`config.mk`:
```
export PLATFORM = sky130hd
export DESIGN_NAME = pan_regs
export DESIGN_NICKNAME = d
export VERILOG_FILES = /design/src/core/pan_pkg.sv /design/src/core/pan_regs.sv
export SDC_FILE = /design/constraint.sdc
export NUM_CORES = 1
export LEC_CHECK = 0
export BUFFER_PORTS_ARGS = -buffer_cell sky130_fd_sc_hd__buf_2
export CORE_ASPECT_RATIO = 1.5
export CORE_MARGIN = 4
export CORE_UTILIZATION = 46
export DETAILED_ROUTE_END_ITERATION = 8
export PLACE_DENSITY = 0.8
export SLEW_MARGIN = 25
export SYNTH_ARGS = -nofsm -noshare
export SYNTH_HDL_FRONTEND = slang
export SYNTH_SLANG_ARGS = --single-unit
```
`constraint.sdc`:
```
create_clock -name clk_i -period 1.54 [get_ports clk_i]
set_input_delay 0.308 -clock clk_i [delete_from_list [all_inputs] [get_ports clk_i]]
set_output_delay 0.308 -clock clk_i [all_outputs]
set_load 0.1 [all_outputs]
```
`src/core/pan_pkg.sv`:
```
// Package: register map, field layout and carriers for the autoneg registers
package pan_pkg;

    // ------------------------------------------------------------------
    // Register indices (byte address is four times the index)
    // ------------------------------------------------------------------
    localparam logic [3:0] IDX_CTRL    = 4'h0;
    localparam logic [3:0] IDX_ADVERT  = 4'h4;
    localparam logic [3:0] IDX_PARTNER = 4'h5;
    localparam logic [3:0] IDX_EXPAND  = 4'h6;
    localparam logic [3:0] IDX_IRQ_ST  = 4'h8;
    localparam logic [3:0] IDX_IRQ_CLR = 4'h9;
    localparam logic [3:0] IDX_IRQ_EN  = 4'hA;

    // ------------------------------------------------------------------
    // Field positions
    // ------------------------------------------------------------------
    localparam int CTRL_RESTART_BIT = 9;
    localparam int NEXT_PAGE_BIT    = 15;
    localparam int ACK_BIT          = 14;
    localparam int REM_FAULT_BIT    = 13;
    localparam int PAUSE_HI_BIT     = 11;
    localparam int PAUSE_LO_BIT     = 10;
    localparam int T4_BIT           = 9;
    localparam int EXP_PD_FAULT_BIT = 4;
    localparam int EXP_LP_NP_BIT    = 3;
    localparam int EXP_NP_BIT       = 2;
    localparam int EXP_PAGE_RX_BIT  = 1;
    localparam int EXP_LP_AN_BIT    = 0;

    // ------------------------------------------------------------------
    // Masks and reset values
    // ------------------------------------------------------------------
    localparam logic [15:0] ADVERT_WR_MASK  = 16'h2DFF;
    localparam logic [15:0] ADVERT_RESET    = 16'h01E1;
    localparam logic [15:0] PARTNER_CAP_MSK = 16'h2FFF;
    localparam logic [15:0] PARTNER_RESET   = 16'h0001;
    localparam logic [15:0] EXPAND_RESET    = 16'h0000;
    localparam logic [2:0]  IRQ_RESET       = 3'h0;

    // Interrupt status bit positions
    localparam int IRQ_PAGE_BIT  = 0;
    localparam int IRQ_FAULT_BIT = 1;
    localparam int IRQ_DONE_BIT  = 2;

    // ------------------------------------------------------------------
    // Carriers
    // ------------------------------------------------------------------
    // Code word arriving from the link partner
    typedef struct packed {
        logic        valid;
        logic [15:0] word;
    } pan_page_t;

    // Resolved pause outcome
    typedef struct packed {
        logic sym;
        logic asym;
    } pan_pause_t;

endpackage : pan_pkg

```
`src/core/pan_regs.sv`:
```
// Module: autoneg advertisement, partner ability and expansion registers
//
// Design decision made here: the Wishbone interface to the registers.

// Contract
// - Advert pause field 11:10, RW, reset 00
// - Both pauses advertised resolve to one
// - Advert ability bits 8:5 RW, reset one
// - Selector 00001 at 4:0 both registers at reset; advert selector RW, partner selector captured from code word
// - Advert remote fault bit 13, RW
// - Partner next page bit reads zero
// - Partner bit 14 set on code word
// - Partner pause captured into 11:10
// - Partner T4 bit 9, RO, reset zero
// - Partner fault and abilities captured, RO
// - Expansion bit 4 latches parallel fault
// - Expansion bit 3 partner next page
// - Expansion bit 2 reads zero
// - Expansion bit 1 latches page received
// - Expansion bit 0 partner autoneg able
// - Control bit 9 restarts, self clears
module pan_regs (
    // Clock and reset
    input  wire logic               clk_i,
    input  wire logic               rst_i,
    // Wishbone slave
    input  wire logic               cyc_i,
    input  wire logic               stb_i,
    input  wire logic               we_i,
    input  wire logic [5:0]         adr_i,
    input  wire logic [3:0]         sel_i,
    input  wire logic [31:0]        dat_i,
    output logic      [31:0]        dat_o,
    output logic                    ack_o,
    // Link side
    input  wire pan_pkg::pan_page_t page_i,
    input  wire logic               pd_fault_i,
    input  wire logic               an_done_i,
    output logic      [15:0]        advert_o,
    output logic                    restart_o,
    output pan_pkg::pan_pause_t     pause_o,
    // Interrupt
    output logic                    irq_o
);

    // ------------------------------------------------------------------
    // Declarations
    // ------------------------------------------------------------------
    logic [15:0] advert_reg;
    logic [15:0] partner_reg;
    logic [15:0] expand_reg;
    logic [2:0]  irq_st_reg;
    logic [2:0]  irq_en_reg;
    logic        ack_reg;
    logic [31:0] dat_reg;
    logic        restart_reg;
    logic        done_d_reg;
    pan_pkg::pan_pause_t pause_reg;
    logic        req;
    logic        wr;
    logic        rd;
    logic [3:0]  idx;
    logic [15:0] wmask;
    logic [15:0] wdata;
    logic        rd_expand;
    logic        done_rise;
    logic [2:0]  irq_set;
    logic [31:0] rd_next;
    pan_pkg::pan_pause_t pause_next;

    // ------------------------------------------------------------------
    // Bus decode
    // ------------------------------------------------------------------
    // Request is taken on the edge where ack is low
    assign req   = cyc_i & stb_i & ~ack_reg;
    assign wr    = req & we_i;
    assign rd    = req & ~we_i;
    assign idx   = adr_i[5:2];
    assign wdata = dat_i[15:0];
    assign wmask = {{8{sel_i[1]}}, {8{sel_i[0]}}};
    assign rd_expand = rd & (idx == pan_pkg::IDX_EXPAND);

    // Ack one cycle after the request, dropped the next cycle
    always_ff @(posedge clk_i) begin
        if (rst_i) begin
            ack_reg <= 1'b0;
        end else begin
            ack_reg <= req;
        end
    end

    // Read data mux, unmapped and write-only read zero
    always_comb begin
        rd_next = 32'h0000_0000;
        case (idx)
            pan_pkg::IDX_ADVERT:  rd_next[15:0] = advert_reg;
            pan_pkg::IDX_PARTNER: rd_next[15:0] = partner_reg;
            pan_pkg::IDX_EXPAND:  rd_next[15:0] = expand_reg;
            pan_pkg::IDX_IRQ_ST:  rd_next[2:0]  = irq_st_reg;
            pan_pkg::IDX_IRQ_EN:  rd_next[2:0]  = irq_en_reg;
            default:              rd_next       = 32'h0000_0000;
        endcase
    end

    // Read data register
    always_ff @(posedge clk_i) begin
        if (rst_i) begin
            dat_reg <= 32'h0000_0000;
        end else if (rd) begin
            dat_reg <= rd_next;
        end
    end

    // ------------------------------------------------------------------
    // Advertisement register
    // ------------------------------------------------------------------
    // Only pause, fault, ability and selector bits are writable
    always_ff @(posedge clk_i) begin
        if (rst_i) begin
            advert_reg <= pan_pkg::ADVERT_RESET;
        end else if (wr && idx == pan_pkg::IDX_ADVERT) begin
            advert_reg <= (advert_reg & ~(wmask & pan_pkg::ADVERT_WR_MASK))
                        | (wdata & wmask & pan_pkg::ADVERT_WR_MASK);
        end
    end

    // ------------------------------------------------------------------
    // Restart control
    // ------------------------------------------------------------------
    // Self-clearing restart pulse, control reads back zero
    always_ff @(posedge clk_i) begin
        if (rst_i) begin
            restart_reg <= 1'b0;
        end else begin
            restart_reg <= wr && idx == pan_pkg::IDX_CTRL && sel_i[1]
                        && dat_i[pan_pkg::CTRL_RESTART_BIT];
        end
    end

    // ------------------------------------------------------------------
    // Partner ability register
    // ------------------------------------------------------------------
    // Capture code word, set acknowledge, next page forced low
    always_ff @(posedge clk_i) begin
        if (rst_i) begin
            partner_reg <= pan_pkg::PARTNER_RESET;
        end else if (restart_reg) begin
            partner_reg <= pan_pkg::PARTNER_RESET;
        end else if (page_i.valid) begin
            partner_reg <= page_i.word & pan_pkg::PARTNER_CAP_MSK;
            partner_reg[pan_pkg::ACK_BIT]       <= 1'b1;
            partner_reg[pan_pkg::NEXT_PAGE_BIT] <= 1'b0;
            partner_reg[12]                     <= 1'b0;
            partner_reg[pan_pkg::T4_BIT]        <= page_i.word[9];
        end
    end

    // ------------------------------------------------------------------
    // Expansion register
    // ------------------------------------------------------------------
    // Latched bits clear on read; a new event in the read cycle wins
    always_ff @(posedge clk_i) begin
        if (rst_i) begin
            expand_reg <= pan_pkg::EXPAND_RESET;
        end else if (restart_reg) begin
            expand_reg <= pan_pkg::EXPAND_RESET;
        end else begin
            expand_reg[pan_pkg::EXP_PD_FAULT_BIT] <= pd_fault_i
                | (expand_reg[pan_pkg::EXP_PD_FAULT_BIT]
                   & ~rd_expand);
            expand_reg[pan_pkg::EXP_PAGE_RX_BIT]  <= page_i.valid
                | (expand_reg[pan_pkg::EXP_PAGE_RX_BIT]
                   & ~rd_expand);
            expand_reg[pan_pkg::EXP_NP_BIT]       <= 1'b0;
            if (page_i.valid) begin
                expand_reg[pan_pkg::EXP_LP_NP_BIT] <=
                    page_i.word[pan_pkg::NEXT_PAGE_BIT];
                expand_reg[pan_pkg::EXP_LP_AN_BIT] <= 1'b1;
            end
        end
    end

    // ------------------------------------------------------------------
    // Pause resolution
    // ------------------------------------------------------------------
    // At most one of symmetric or asymmetric is chosen
    always_comb begin
        pause_next = '0;
        if (advert_reg[pan_pkg::PAUSE_LO_BIT]
            && partner_reg[pan_pkg::PAUSE_LO_BIT]) begin
            pause_next.sym = 1'b1;
        end else if (advert_reg[pan_pkg::PAUSE_HI_BIT]
                     && partner_reg[pan_pkg::PAUSE_HI_BIT]
                     && (advert_reg[pan_pkg::PAUSE_LO_BIT]
                         ^ partner_reg[pan_pkg::PAUSE_LO_BIT])) begin
            pause_next.asym = 1'b1;
        end
    end

    // Resolved pause held only while negotiation is complete
    always_ff @(posedge clk_i) begin
        if (rst_i) begin
            pause_reg <= '0;
        end else if (an_done_i && !restart_reg) begin
            pause_reg <= pause_next;
        end else begin
            pause_reg <= '0;
        end
    end

    // ------------------------------------------------------------------
    // Interrupts
    // ------------------------------------------------------------------
    // Completion edge detect
    always_ff @(posedge clk_i) begin
        if (rst_i) begin
            done_d_reg <= 1'b0;
        end else begin
            done_d_reg <= an_done_i;
        end
    end

    assign done_rise = an_done_i & ~done_d_reg;
    assign irq_set   = {done_rise, pd_fault_i, page_i.valid};

    // Sticky status, write-one-to-clear, set wins over clear
    always_ff @(posedge clk_i) begin
        if (rst_i) begin
            irq_st_reg <= pan_pkg::IRQ_RESET;
        end else if (wr && idx == pan_pkg::IDX_IRQ_CLR && sel_i[0]) begin
            irq_st_reg <= irq_set | (irq_st_reg & ~dat_i[2:0]);
        end else begin
            irq_st_reg <= irq_set | irq_st_reg;
        end
    end

    // Interrupt enable register
    always_ff @(posedge clk_i) begin
        if (rst_i) begin
            irq_en_reg <= pan_pkg::IRQ_RESET;
        end else if (wr && idx == pan_pkg::IDX_IRQ_EN && sel_i[0]) begin
            irq_en_reg <= dat_i[2:0];
        end
    end

    // ------------------------------------------------------------------
    // Outputs
    // ------------------------------------------------------------------
    assign ack_o     = ack_reg;
    assign dat_o     = dat_reg;
    assign advert_o  = advert_reg;
    assign restart_o = restart_reg;
    assign pause_o   = pause_reg;
    assign irq_o     = |(irq_st_reg & irq_en_reg);
endmodule : pan_regs

```
==> reports/results.txt, run 1 <==
crit share post-route -> 102%
largest net degree at the start of global routing -> 19
fin crit period -> 1570 ps
GP Congestion -> 0.926
crit path launch -> irq_en_reg[2]
crit path max-delay cell type -> dfxtp_2
Critical Path Sink Type -> primary output
root buf cell -> clkbuf_8
synth warn -> 0
DR vias -> 2129
final hold violation count -> 0
Critical Path RT -> 1230 ps
async set or reset register ratio after synthesis -> 0%
worst clock skew -> 13.6 ps
chip height -> 97.4 um
Synth Area per Inst -> 9.19 um2
clock sinks -> 54
post-DP HPWL -> 4830 um
switch share -> 30.5%
Non-Filler Instances -> 412
leakage -> 1.46 nW
min-delay src -> page_i[0]
CP endpoint -> irq_o
dpl ws -> -7.38 ps
post-layout util -> 57.9%
global-route wire length before repair -> 9850 um
CTS max path bufs -> 2
post-synth top area share -> 44.1%
worst-path fanout max -> 2
delay of the slowest critical-path stage -> 340 ps
total wire length -> 6120 um
# hold bufs at CTS -> 0
final setup vio count -> 1
DR iter-0 viols -> 131
Area Overhead vs Synth -> 21.9%
P_sw -> 0.899 mW
Cells after DPL -> 403
final worst setup slack -> -33.6 ps
RSZ-0062 raised after global routing -> true
Layout Nets -> 410
Pint -> 2.05 mW
total track usage -> 19.6%
Skew-Pair Late Insertion Delay -> 310 ps
clock power share -> 33.0%
reg2reg path depth -> 5
register area share after synthesis -> 44.1%
Core Area -> 5160 um2
Gate power share -> 17.6%
top post-synthesis cells by area -> dfxtp_1 44%, mux2i_1 11%, buf_4 6.7%, nor2_1 6.1%, a21oi_1 4.5%
ANT cells -> 0
row cnt -> 32
number of cells on the worst hold path -> 3
Worst VDD drop -> 0.850 mV
DRT Pass-1 Iters -> 4
Pwr Density -> 986 nW/um2
max cap viols -> 0
status -> finished, violations left
Vias/cell -> 5.17
Netlist cell types -> 39
failing checks -> negative setup slack
HP Class -> in2reg
EDFF count, synth -> 0
drt drc -> 0
f_max -> 0.635 GHz
area of the mapped netlist -> 2450 um2
vias in the first global route -> 2148
Sequential Power Share -> 49.4%
Die W -> 67.6 um
Slew Viols, Final -> 0
Starting Density -> 47.5%
startpoint type of the worst setup path -> register
CTS tree -> built
CP Class -> reg2out
crit-path cells -> a222oi_1 -> inv_1 -> buf_12
die footprint -> 6590 um2
WL/cell -> 14.8 um
H-tree depth -> 2
cts bufs inserted -> 5
fillers -> 485
layout cells sized above 1 -> 33.7%
crit path DAT -> 1270 ps
total gr overflow -> 0
initial antenna violation count -> 0
num ports -> 119
Final ANT Viol Nets -> 0
Most used DFF post-synth -> dfxtp_1
area leader, netlist -> dfxtp_1
Synth Instances -> 267
flops & latches, synth -> 54
FF-to-FF Start -> ack_o
register-to-register setup slack -> 160 ps
PortBufs -> 71
clock-pin slew on the worst setup and hold paths -> 100 ps
## power by group through the flow
stage,clock (mW),sequential [mW],combinational [mW]
finish,0.973,1.46,0.518
global route,1.05,1.46,0.552
CTS,0.991,1.46,0.518
detailed placement,0,1.49,0.516
global placement,0,1.49,0.510
floorplan,0,1.50,0.425
## per-stage QoR
stage                     cell area (um2)  hold slack (ps)  setup TNS (ps)  power (mW)
after detailed placement             2850              444           -7.38        2.01
after CTS                            2990              211           -42.2        2.97
final                                2990              213           -33.6        2.95
after floorplan                      2550              391               0        1.93
after global placement               2850              441               0        2.00
after global routing                 2990              236            -120        3.06
## how the worst min path moves through the flow
stage and end:
2_1_floorplan done_d_reg, 3_3_place_gp dat_o[5], 3_5_place_dp dat_o[14], 4_1_cts partner_reg[0]
5_1_grt pause_o[0], 6_report partner_reg[0]
## cell usage after synthesis (3+ instances only)
| library cell | instances |
|---|---|
| nor2_1 | 40 |
| mux2_2 | 8 |
| dfxtp_1 | 54 |
| mux2i_1 | 27 |
| nor3_1 | 6 |
| inv_1 | 4 |
| nor2b_1 | 3 |
| nand3_1 | 13 |
| buf_2 | 7 |
| buf_4 | 22 |
| nand4_1 | 5 |
| and4bb_2 | 3 |
| a21oi_1 | 22 |
| clkbuf_1 | 8 |
| nand2_1 | 13 |
| a22o_1 | 3 |
## logic make-up (layout without fill, tap and decap cells)
kind of cell | Yosys count | in the layout | synth area share [%]
AND/OR/NAND/NOR | 99 | 99 | 21.0
multiplexers | 35 | 35 | 14.7
flip-flops | 54 | 54 | 44.1
AO/OA/AOI/OAI | 36 | 36 | 9.64
buffers and inverters | 41 | 97 | 9.99
adder cells (fa/ha/maj) | 1 | 1 | 0.510
other | 1 | 22 | 0.153
## timing repair
action,4_1_cts,5_1_grt
resized for setup,6,0
endpoints found under the setup margin,1,1
setup buffers,1,0
pin swaps,1,0
gates cloned,0,0
endpoints found under the hold margin,0,0
## layout by cell type, fill, tap and decap left out, types with 2 or more instances in the layout
cell type / instances
dfxtp_1: 47
nor2_1: 40
and3_1: 2
clkbuf_8: 5
inv_1: 4
dfxtp_2: 6
conb_1: 22
a21oi_1: 22
nand4b_1: 2
or2_2: 2
nand4_1: 5
nor2b_1: 3
buf_2: 70
nand3_1: 13
o2bb2ai_1: 2
a32o_1: 2
and4bb_2: 3
buf_4: 14
nor3_1: 6
nand2_1: 13
a32oi_1: 2
mux2i_1: 27
mux2_2: 8
a22o_1: 3
## worst max-delay path, delay by kind of cell (launching register included)
family | cells | cell delay (ps)
compound gates | 1 | 310
buf+inv | 2 | 300
flops | 1 | 340
## metal layers
layer | vias to the layer above | track usage (%) | share of wire [%] | wire length [um]
met5 | - | 0 | 0 | 0
met2 | 85 | 34.0 | 53 | 3260
met3 | 14 | 3.24 | 7.2 | 440
met4 | 0 | 8.91 | 3.1 | 191
met1 | 988 | 22.5 | 36 | 2220
li1 | 1042 | - | - | -
## cell type report
class,count,area [um2],share of cell area (%)
inverters,4,15.0,0.502
repair buffers,85,475,15.9
multi-input cells,193,1210,40.3
clock inverters,3,47.5,1.59
flip-flops and latches,54,1090,36.5
clock buffers,5,68.8,2.30
well taps,68,85.1,2.85
Power figures use the tool's default switching activity.
==> inputs of run 2 (changes only) <==
Settings changed: GPL_ROUTABILITY_DRIVEN from default to 0, PLACE_DENSITY 0.8 to 0.79.
==> run 2 against run 1 <==
  * Global-route usage down 1.4 points
  * The flow still finishes with violations (negative setup slack)
  * Largest cell class unchanged
  * Core utilization down 0.36 points
  * Combinational power about the same
  * Critical endpoint unchanged
==> reports/results.txt, run 2 (synthesized netlist as in run 1, its figures left out) <==
final hold violation count -> 0 (unchanged)
CTS max path bufs -> 2 (unchanged)
H-tree depth -> 2 (unchanged)
post-DP HPWL -> 4740 um (-1.8%)
clock sinks -> 54 (unchanged)
final worst setup slack -> -22.7 ps (+10.9 ps)
cell area after placement -> 2860 um2 (+0.26%)
delay of the slowest critical-path stage -> 340 ps (about the same)
Vias/cell -> 5.20 (+0.61%)
status -> finished, violations left
worst clock skew -> 13.3 ps (-0.307 ps)
Slew Viols, Final -> 0 (unchanged)
DR iter-0 viols -> 86 (-34%)
Core Area -> 5160 um2 (unchanged)
Pwr Density -> 978 nW/um2 (-0.89%)
cts bufs inserted -> 5 (unchanged)
global-route wire length before repair -> 9160 um (-6.9%)
crit path max-delay cell type -> a222oi_1
vias in the first global route -> 2026 (-5.7%)
multi-input logic area -> 1210 um2 (unchanged)
root buf cell -> clkbuf_8
Starting Density -> 47.5% (unchanged)
DR WL met2 -> 3190 um (-2.1%)
ANT cells -> 0 (unchanged)
met3 WL -> 402 um (-8.6%)
leakage -> 1.45 nW (-0.52%)
P_sw -> 0.861 mW (-4.2%)
Sequential Power Share -> 50.1% (+0.7 points)
initial antenna violation count -> 0 (unchanged)
PortBufs -> 71 (unchanged)
Area Overhead vs Synth -> 21.1%
final instance area -> 2970 um2 (-0.63%)
HP Class -> in2reg
final setup vio count -> 1 (unchanged)
register area -> 1090 um2 (-0.23%)
dpl ws -> 14.4 ps (+21.8 ps)
Gate power share -> 17.9% (+0.3 points)
DR vias -> 2142 (+0.61%)
clock power share -> 32.0% (-1.0 points)
CP Class -> reg2out
Non-Filler Instances -> 412 (unchanged)
post-layout util -> 57.5% (-0.36 points)
layout cells sized above 1 -> 32.8% (-0.87 points)
DRT Pass-1 Iters -> 7 (+3)
Final ANT Viol Nets -> 0 (unchanged)
WL/cell -> 14.5 um (-2.1%)
Skew-Pair Late Insertion Delay -> 310 ps (about the same)
chip height -> 97.4 um (unchanged)
row cnt -> 32 (unchanged)
fin crit period -> 1560 ps (-10.9 ps)
WHS -> 231 ps (+17.9 ps)
fillers -> 475 (-2.1%)
drt drc -> 0 (unchanged)
f_max -> 0.640 GHz (+0.70%)
Cells after DPL -> 404 (+0.25%)
total wire length -> 5990 um (-2.1%)
switch share -> 29.6% (-0.85 points)
largest net degree at the start of global routing -> 18 (-1)
top sig layer -> met4
Worst VDD drop -> 0.733 mV (-14%)
num ports -> 119 (unchanged)
startpoint type of the worst setup path -> register
crit path DAT -> 1250 ps (-20 ps)
Layout Nets -> 410 (unchanged)
CP top delay family -> compound AO/OA/AOI/OAI gates
Pint -> 2.04 mW (-0.32%)
total track usage -> 18.2% (-1.4 points)
crit share post-route -> 101% (-0.71 points)
# hold bufs at CTS -> 0 (unchanged)
postcts setup bufs -> 0 (-1)
most frequent cells in the layout -> 70 x buf_2, 49 x dfxtp_1, 40 x nor2_1
CP Buf/Inv Count -> 2 (unchanged)
worst-path fanout max -> 3 (+1)
clock-pin slew on the worst setup and hold paths -> 100 ps (about the same)
RSZ-0062 raised after global routing -> true
Critical Path RT -> 1230 ps (about the same)
die footprint -> 6590 um2 (unchanged)
max cap viols -> 0 (unchanged)
Die W -> 67.6 um (unchanged)
CTS tree -> built
leading cell type in the layout, fill and taps excluded -> buf_2
Critical Path Sink Type -> primary output
wl on met1 -> 2190 um (-1.5%)
crit-path cells -> a222oi_1 -> inv_1 -> buf_6
total gr overflow -> 0 (unchanged)
failing checks -> negative setup slack
run 2: cell types whose count changed in the layout (fill, tap and decap cells not counted):
cell      previous run  this run
dfxtp_1             47        49
dfxtp_2              6         4
buf_12               1         0
buf_6                0         1
clkbuf_1             0         1
clkinv_4             1         0
inv_4                0         1
inv_6                1         0
run 2: what timing repair did:
item,in CTS,in global routing
endpoints found under the setup margin,1,1
pin swaps,1,0
gates cloned,0,0
resized for setup,2,0
run 2: routing by layer:
metal  vias up  GRT usage (%)
met3        16           3.70
met1       998           19.5
met5         -              0
li1       1039              -
met4         0           8.28
met2        89           32.4
run 2: final cells by class:
type	instances	share of cell area, %
clock inverter	2	1.22
clock buffer	6	2.44
multi-input combinational	193	40.6
tap	68	2.86
sequential	54	36.7
inverter	4	0.505
timing repair buffer	85	15.7
run 2: path summary, 6_finish.rpt:
check             slack (ps)  depth (start not counted)        to           from
setup / recovery         -20                          3     irq_o  irq_en_reg[2]
hold / removal           230                          3  register      dat_i[11]
setup reg to reg         120                          5  register          ack_o
hold reg to reg          460                          2  dat_o[4]       dat_o[4]
run 2: per-stage QoR:
stage                     total power [mW]  TNS (ps)
after floorplan                       1.93         0
after global placement                2.00         0
after detailed placement              2.00         0
after CTS                             2.92     -30.8
after global routing                  3.00      -131
final                                 2.91     -22.7
run 2: worst reg2reg max path, delay by kind of cell, from the launching register on:
family	cells	cell delay (ps)
buffers and inverters	1	230
and+or+nand+nor	3	670
DFF	1	350
AOI/OAI and AO/OA	1	60
run 2: power by group through the flow:
stage / Clock [mW] / Combinational [mW] / Sequential, mW
after floorplan: 0 / 0.425 / 1.50
final: 0.930 / 0.519 / 1.46
after global placement: 0 / 0.511 / 1.49
after CTS: 0.951 / 0.518 / 1.46
after global routing: 0.988 / 0.549 / 1.46
after detailed placement: 0 / 0.516 / 1.49
==> inputs of run 3 (changes only) <==
Settings changed: REMOVE_ABC_BUFFERS from default to 1.
==> run 3 against run 2 <==
  * The flow still finishes with violations (negative setup slack)
  * Maximum frequency down 3.4%
  * Total power up 0.99%
  * Clock power up 2.6%
  * Critical path type unchanged
==> reports/results.txt, run 3 (synthesized netlist as in run 1, its figures left out) <==
status -> finished, violations left
failing checks -> negative setup slack
CP Buf/Inv Count -> 2 (unchanged)
delay of the slowest critical-path stage -> 370 ps (+30 ps)
Sequential Power Share -> 49.6% (-0.5 points)
DR iter-0 viols -> 91 (+5.8%)
fin crit period -> 1620 ps (+54.9 ps)
DRT Pass-1 Iters -> 4 (-3)
Critical Path Sink Type -> primary output
met3 WL -> 366 um (-9.0%)
max cap viols -> 0 (unchanged)
Critical Path RT -> 1230 ps (about the same)
RSZ-0062 raised after global routing -> true
Worst VDD drop -> 0.475 mV (-35%)
die footprint -> 6590 um2 (unchanged)
initial antenna violation count -> 0 (unchanged)
layout cells sized above 1 -> 31.9% (-0.96 points)
worst-path fanout max -> 3 (unchanged)
crit path DAT -> 1310 ps (+60 ps)
total track usage -> 19.0% (+0.81 points)
Core Area -> 5160 um2 (unchanged)
final setup vio count -> 1 (unchanged)
DR vias -> 2116 (-1.2%)
CP top delay family -> compound AO/OA/AOI/OAI gates
final hold violation count -> 0 (unchanged)
Gate power share -> 17.8% (about the same)
CTS max path bufs -> 2 (unchanged)
f_max -> 0.618 GHz (-3.4%)
register-to-register setup slack -> 150 ps (+30 ps)
DR WL met2 -> 3300 um (+3.5%)
Area Overhead vs Synth -> 21.8%
Final ANT Viol Nets -> 0 (unchanged)
clock sinks -> 54 (unchanged)
clock-pin slew on the worst setup and hold paths -> 110 ps (about the same)
final worst setup slack -> -77.6 ps (-54.9 ps)
vias in the first global route -> 2091 (+3.2%)
cts bufs inserted -> 5 (unchanged)
top sig layer -> met4
switch share -> 30.2% (+0.61 points)
root buf cell -> clkbuf_8
wl on met1 -> 2190 um (about the same)
CP Class -> reg2out
Vias/cell -> 5.12 (-1.5%)
crit-path cells -> a222oi_1 -> inv_1 -> buf_6
min-delay src -> page_i[7]
crit path launch -> irq_st_reg[2]
largest net degree at the start of global routing -> 25 (+7)
clock power share -> 32.5% (+0.5 points)
Layout Nets -> 411 (+0.24%)
row cnt -> 32 (unchanged)
Skew-Pair Late Insertion Delay -> 320 ps (about the same)
HP Class -> in2reg
ANT cells -> 0 (unchanged)
WHS -> 224 ps (-6.52 ps)
dpl ws -> -12.9 ps (-27.3 ps)
Slew Viols, Final -> 0 (unchanged)
crit path max-delay cell type -> a222oi_1
global-route wire length before repair -> 9660 um (+5.4%)
leading cell type in the layout, fill and taps excluded -> buf_2
FF-to-FF Start -> ack_o
drt drc -> 0 (unchanged)
most frequent cells in the layout -> 70 x buf_2, 54 x dfxtp_1, 40 x nor2_1
crit share post-route -> 105% (+3.6 points)
total gr overflow -> 0 (unchanged)
CTS tree -> built
Starting Density -> 47.5% (unchanged)
Die W -> 67.6 um (unchanged)
chip height -> 97.4 um (unchanged)
H-tree depth -> 2 (unchanged)
worst clock skew -> 14.7 ps (+1.37 ps)
num ports -> 119 (unchanged)
total wire length -> 6000 um (+0.28%)
WL/cell -> 14.5 um (about the same)
post-DP HPWL -> 4590 um (-3.2%)
Pwr Density -> 982 nW/um2 (+0.44%)
PortBufs -> 71 (unchanged)
Pint -> 2.05 mW (+0.11%)
P_sw -> 0.887 mW (+3.1%)
leakage -> 1.45 nW (+0.26%)
startpoint type of the worst setup path -> register
==> run 3: cell types whose count changed in the layout (fill, tap and decap cells not counted), sizes merged <==
cell	delta
inv	-1
clkinvlp	+2
buf	+1
clkbuf	-1
==> run 3: layer usage <==
metal	vias up	track usage (%)
met5	-	0
met4	0	7.19
met3	11	3.13
met2	75	35.1
met1	988	20.4
li1	1042	-
==> run 3: cell type report <==
| class | count | area, um2 |
|---|---|---|
| clock buffer | 5 | 68.8 |
| clock inverter | 3 | 45.0 |
| fill | 452 | 2180 |
| inverter | 4 | 15.0 |
| multi-input combinational | 193 | 1210 |
| sequential | 54 | 1080 |
| tap | 68 | 85.1 |
| timing repair buffer | 86 | 487 |
==> run 3: power by group through the flow <==
| stage | combinational (mW) | sequential [mW] | clock [mW] |
|---|---|---|---|
| 3_5_place_dp | 0.521 | 1.49 | 0 |
| 5_1_grt | 0.555 | 1.46 | 1.03 |
| 3_3_place_gp | 0.517 | 1.49 | 0 |
| 6_report | 0.524 | 1.46 | 0.954 |
| 2_1_floorplan | 0.345 | 1.50 | 0 |
| 4_1_cts | 0.523 | 1.46 | 0.972 |
==> run 3: timing repair <==
action / CTS / global route
buffers inserted: 0 / 0
pin swaps: 1 / 1
hold buffers: 0 / 0
setup endpoints to repair: 1 / 1
resized for setup: 2 / 0
==> run 3: path summary, 6_finish.rpt <==
kind                            cells past startpoint              to
worst max-delay path                                3           irq_o
worst min-delay path                                3  partner_reg[7]
worst max register to register                      5        register
worst min register to register                      2       dat_o[10]
==> run 3: stage by stage <==
step	area [um2]	power (mW)	util, %	cells	setup TNS, ps
floorplan	2300	1.85	-	251	-7740
global placement	2870	2.00	55.5	405	-24.2
detailed placement	2870	2.01	55.5	405	-21.3
finish	2990	2.93	57.8	413	-77.6
global route	2990	3.04	57.8	413	-152
CTS	2990	2.95	57.8	413	-92.3
==> run 3: tightest hold or removal path, cell delays in order <==
cell     delay, ps
buf_2           80
mux2i_1         50
nor2_1          70
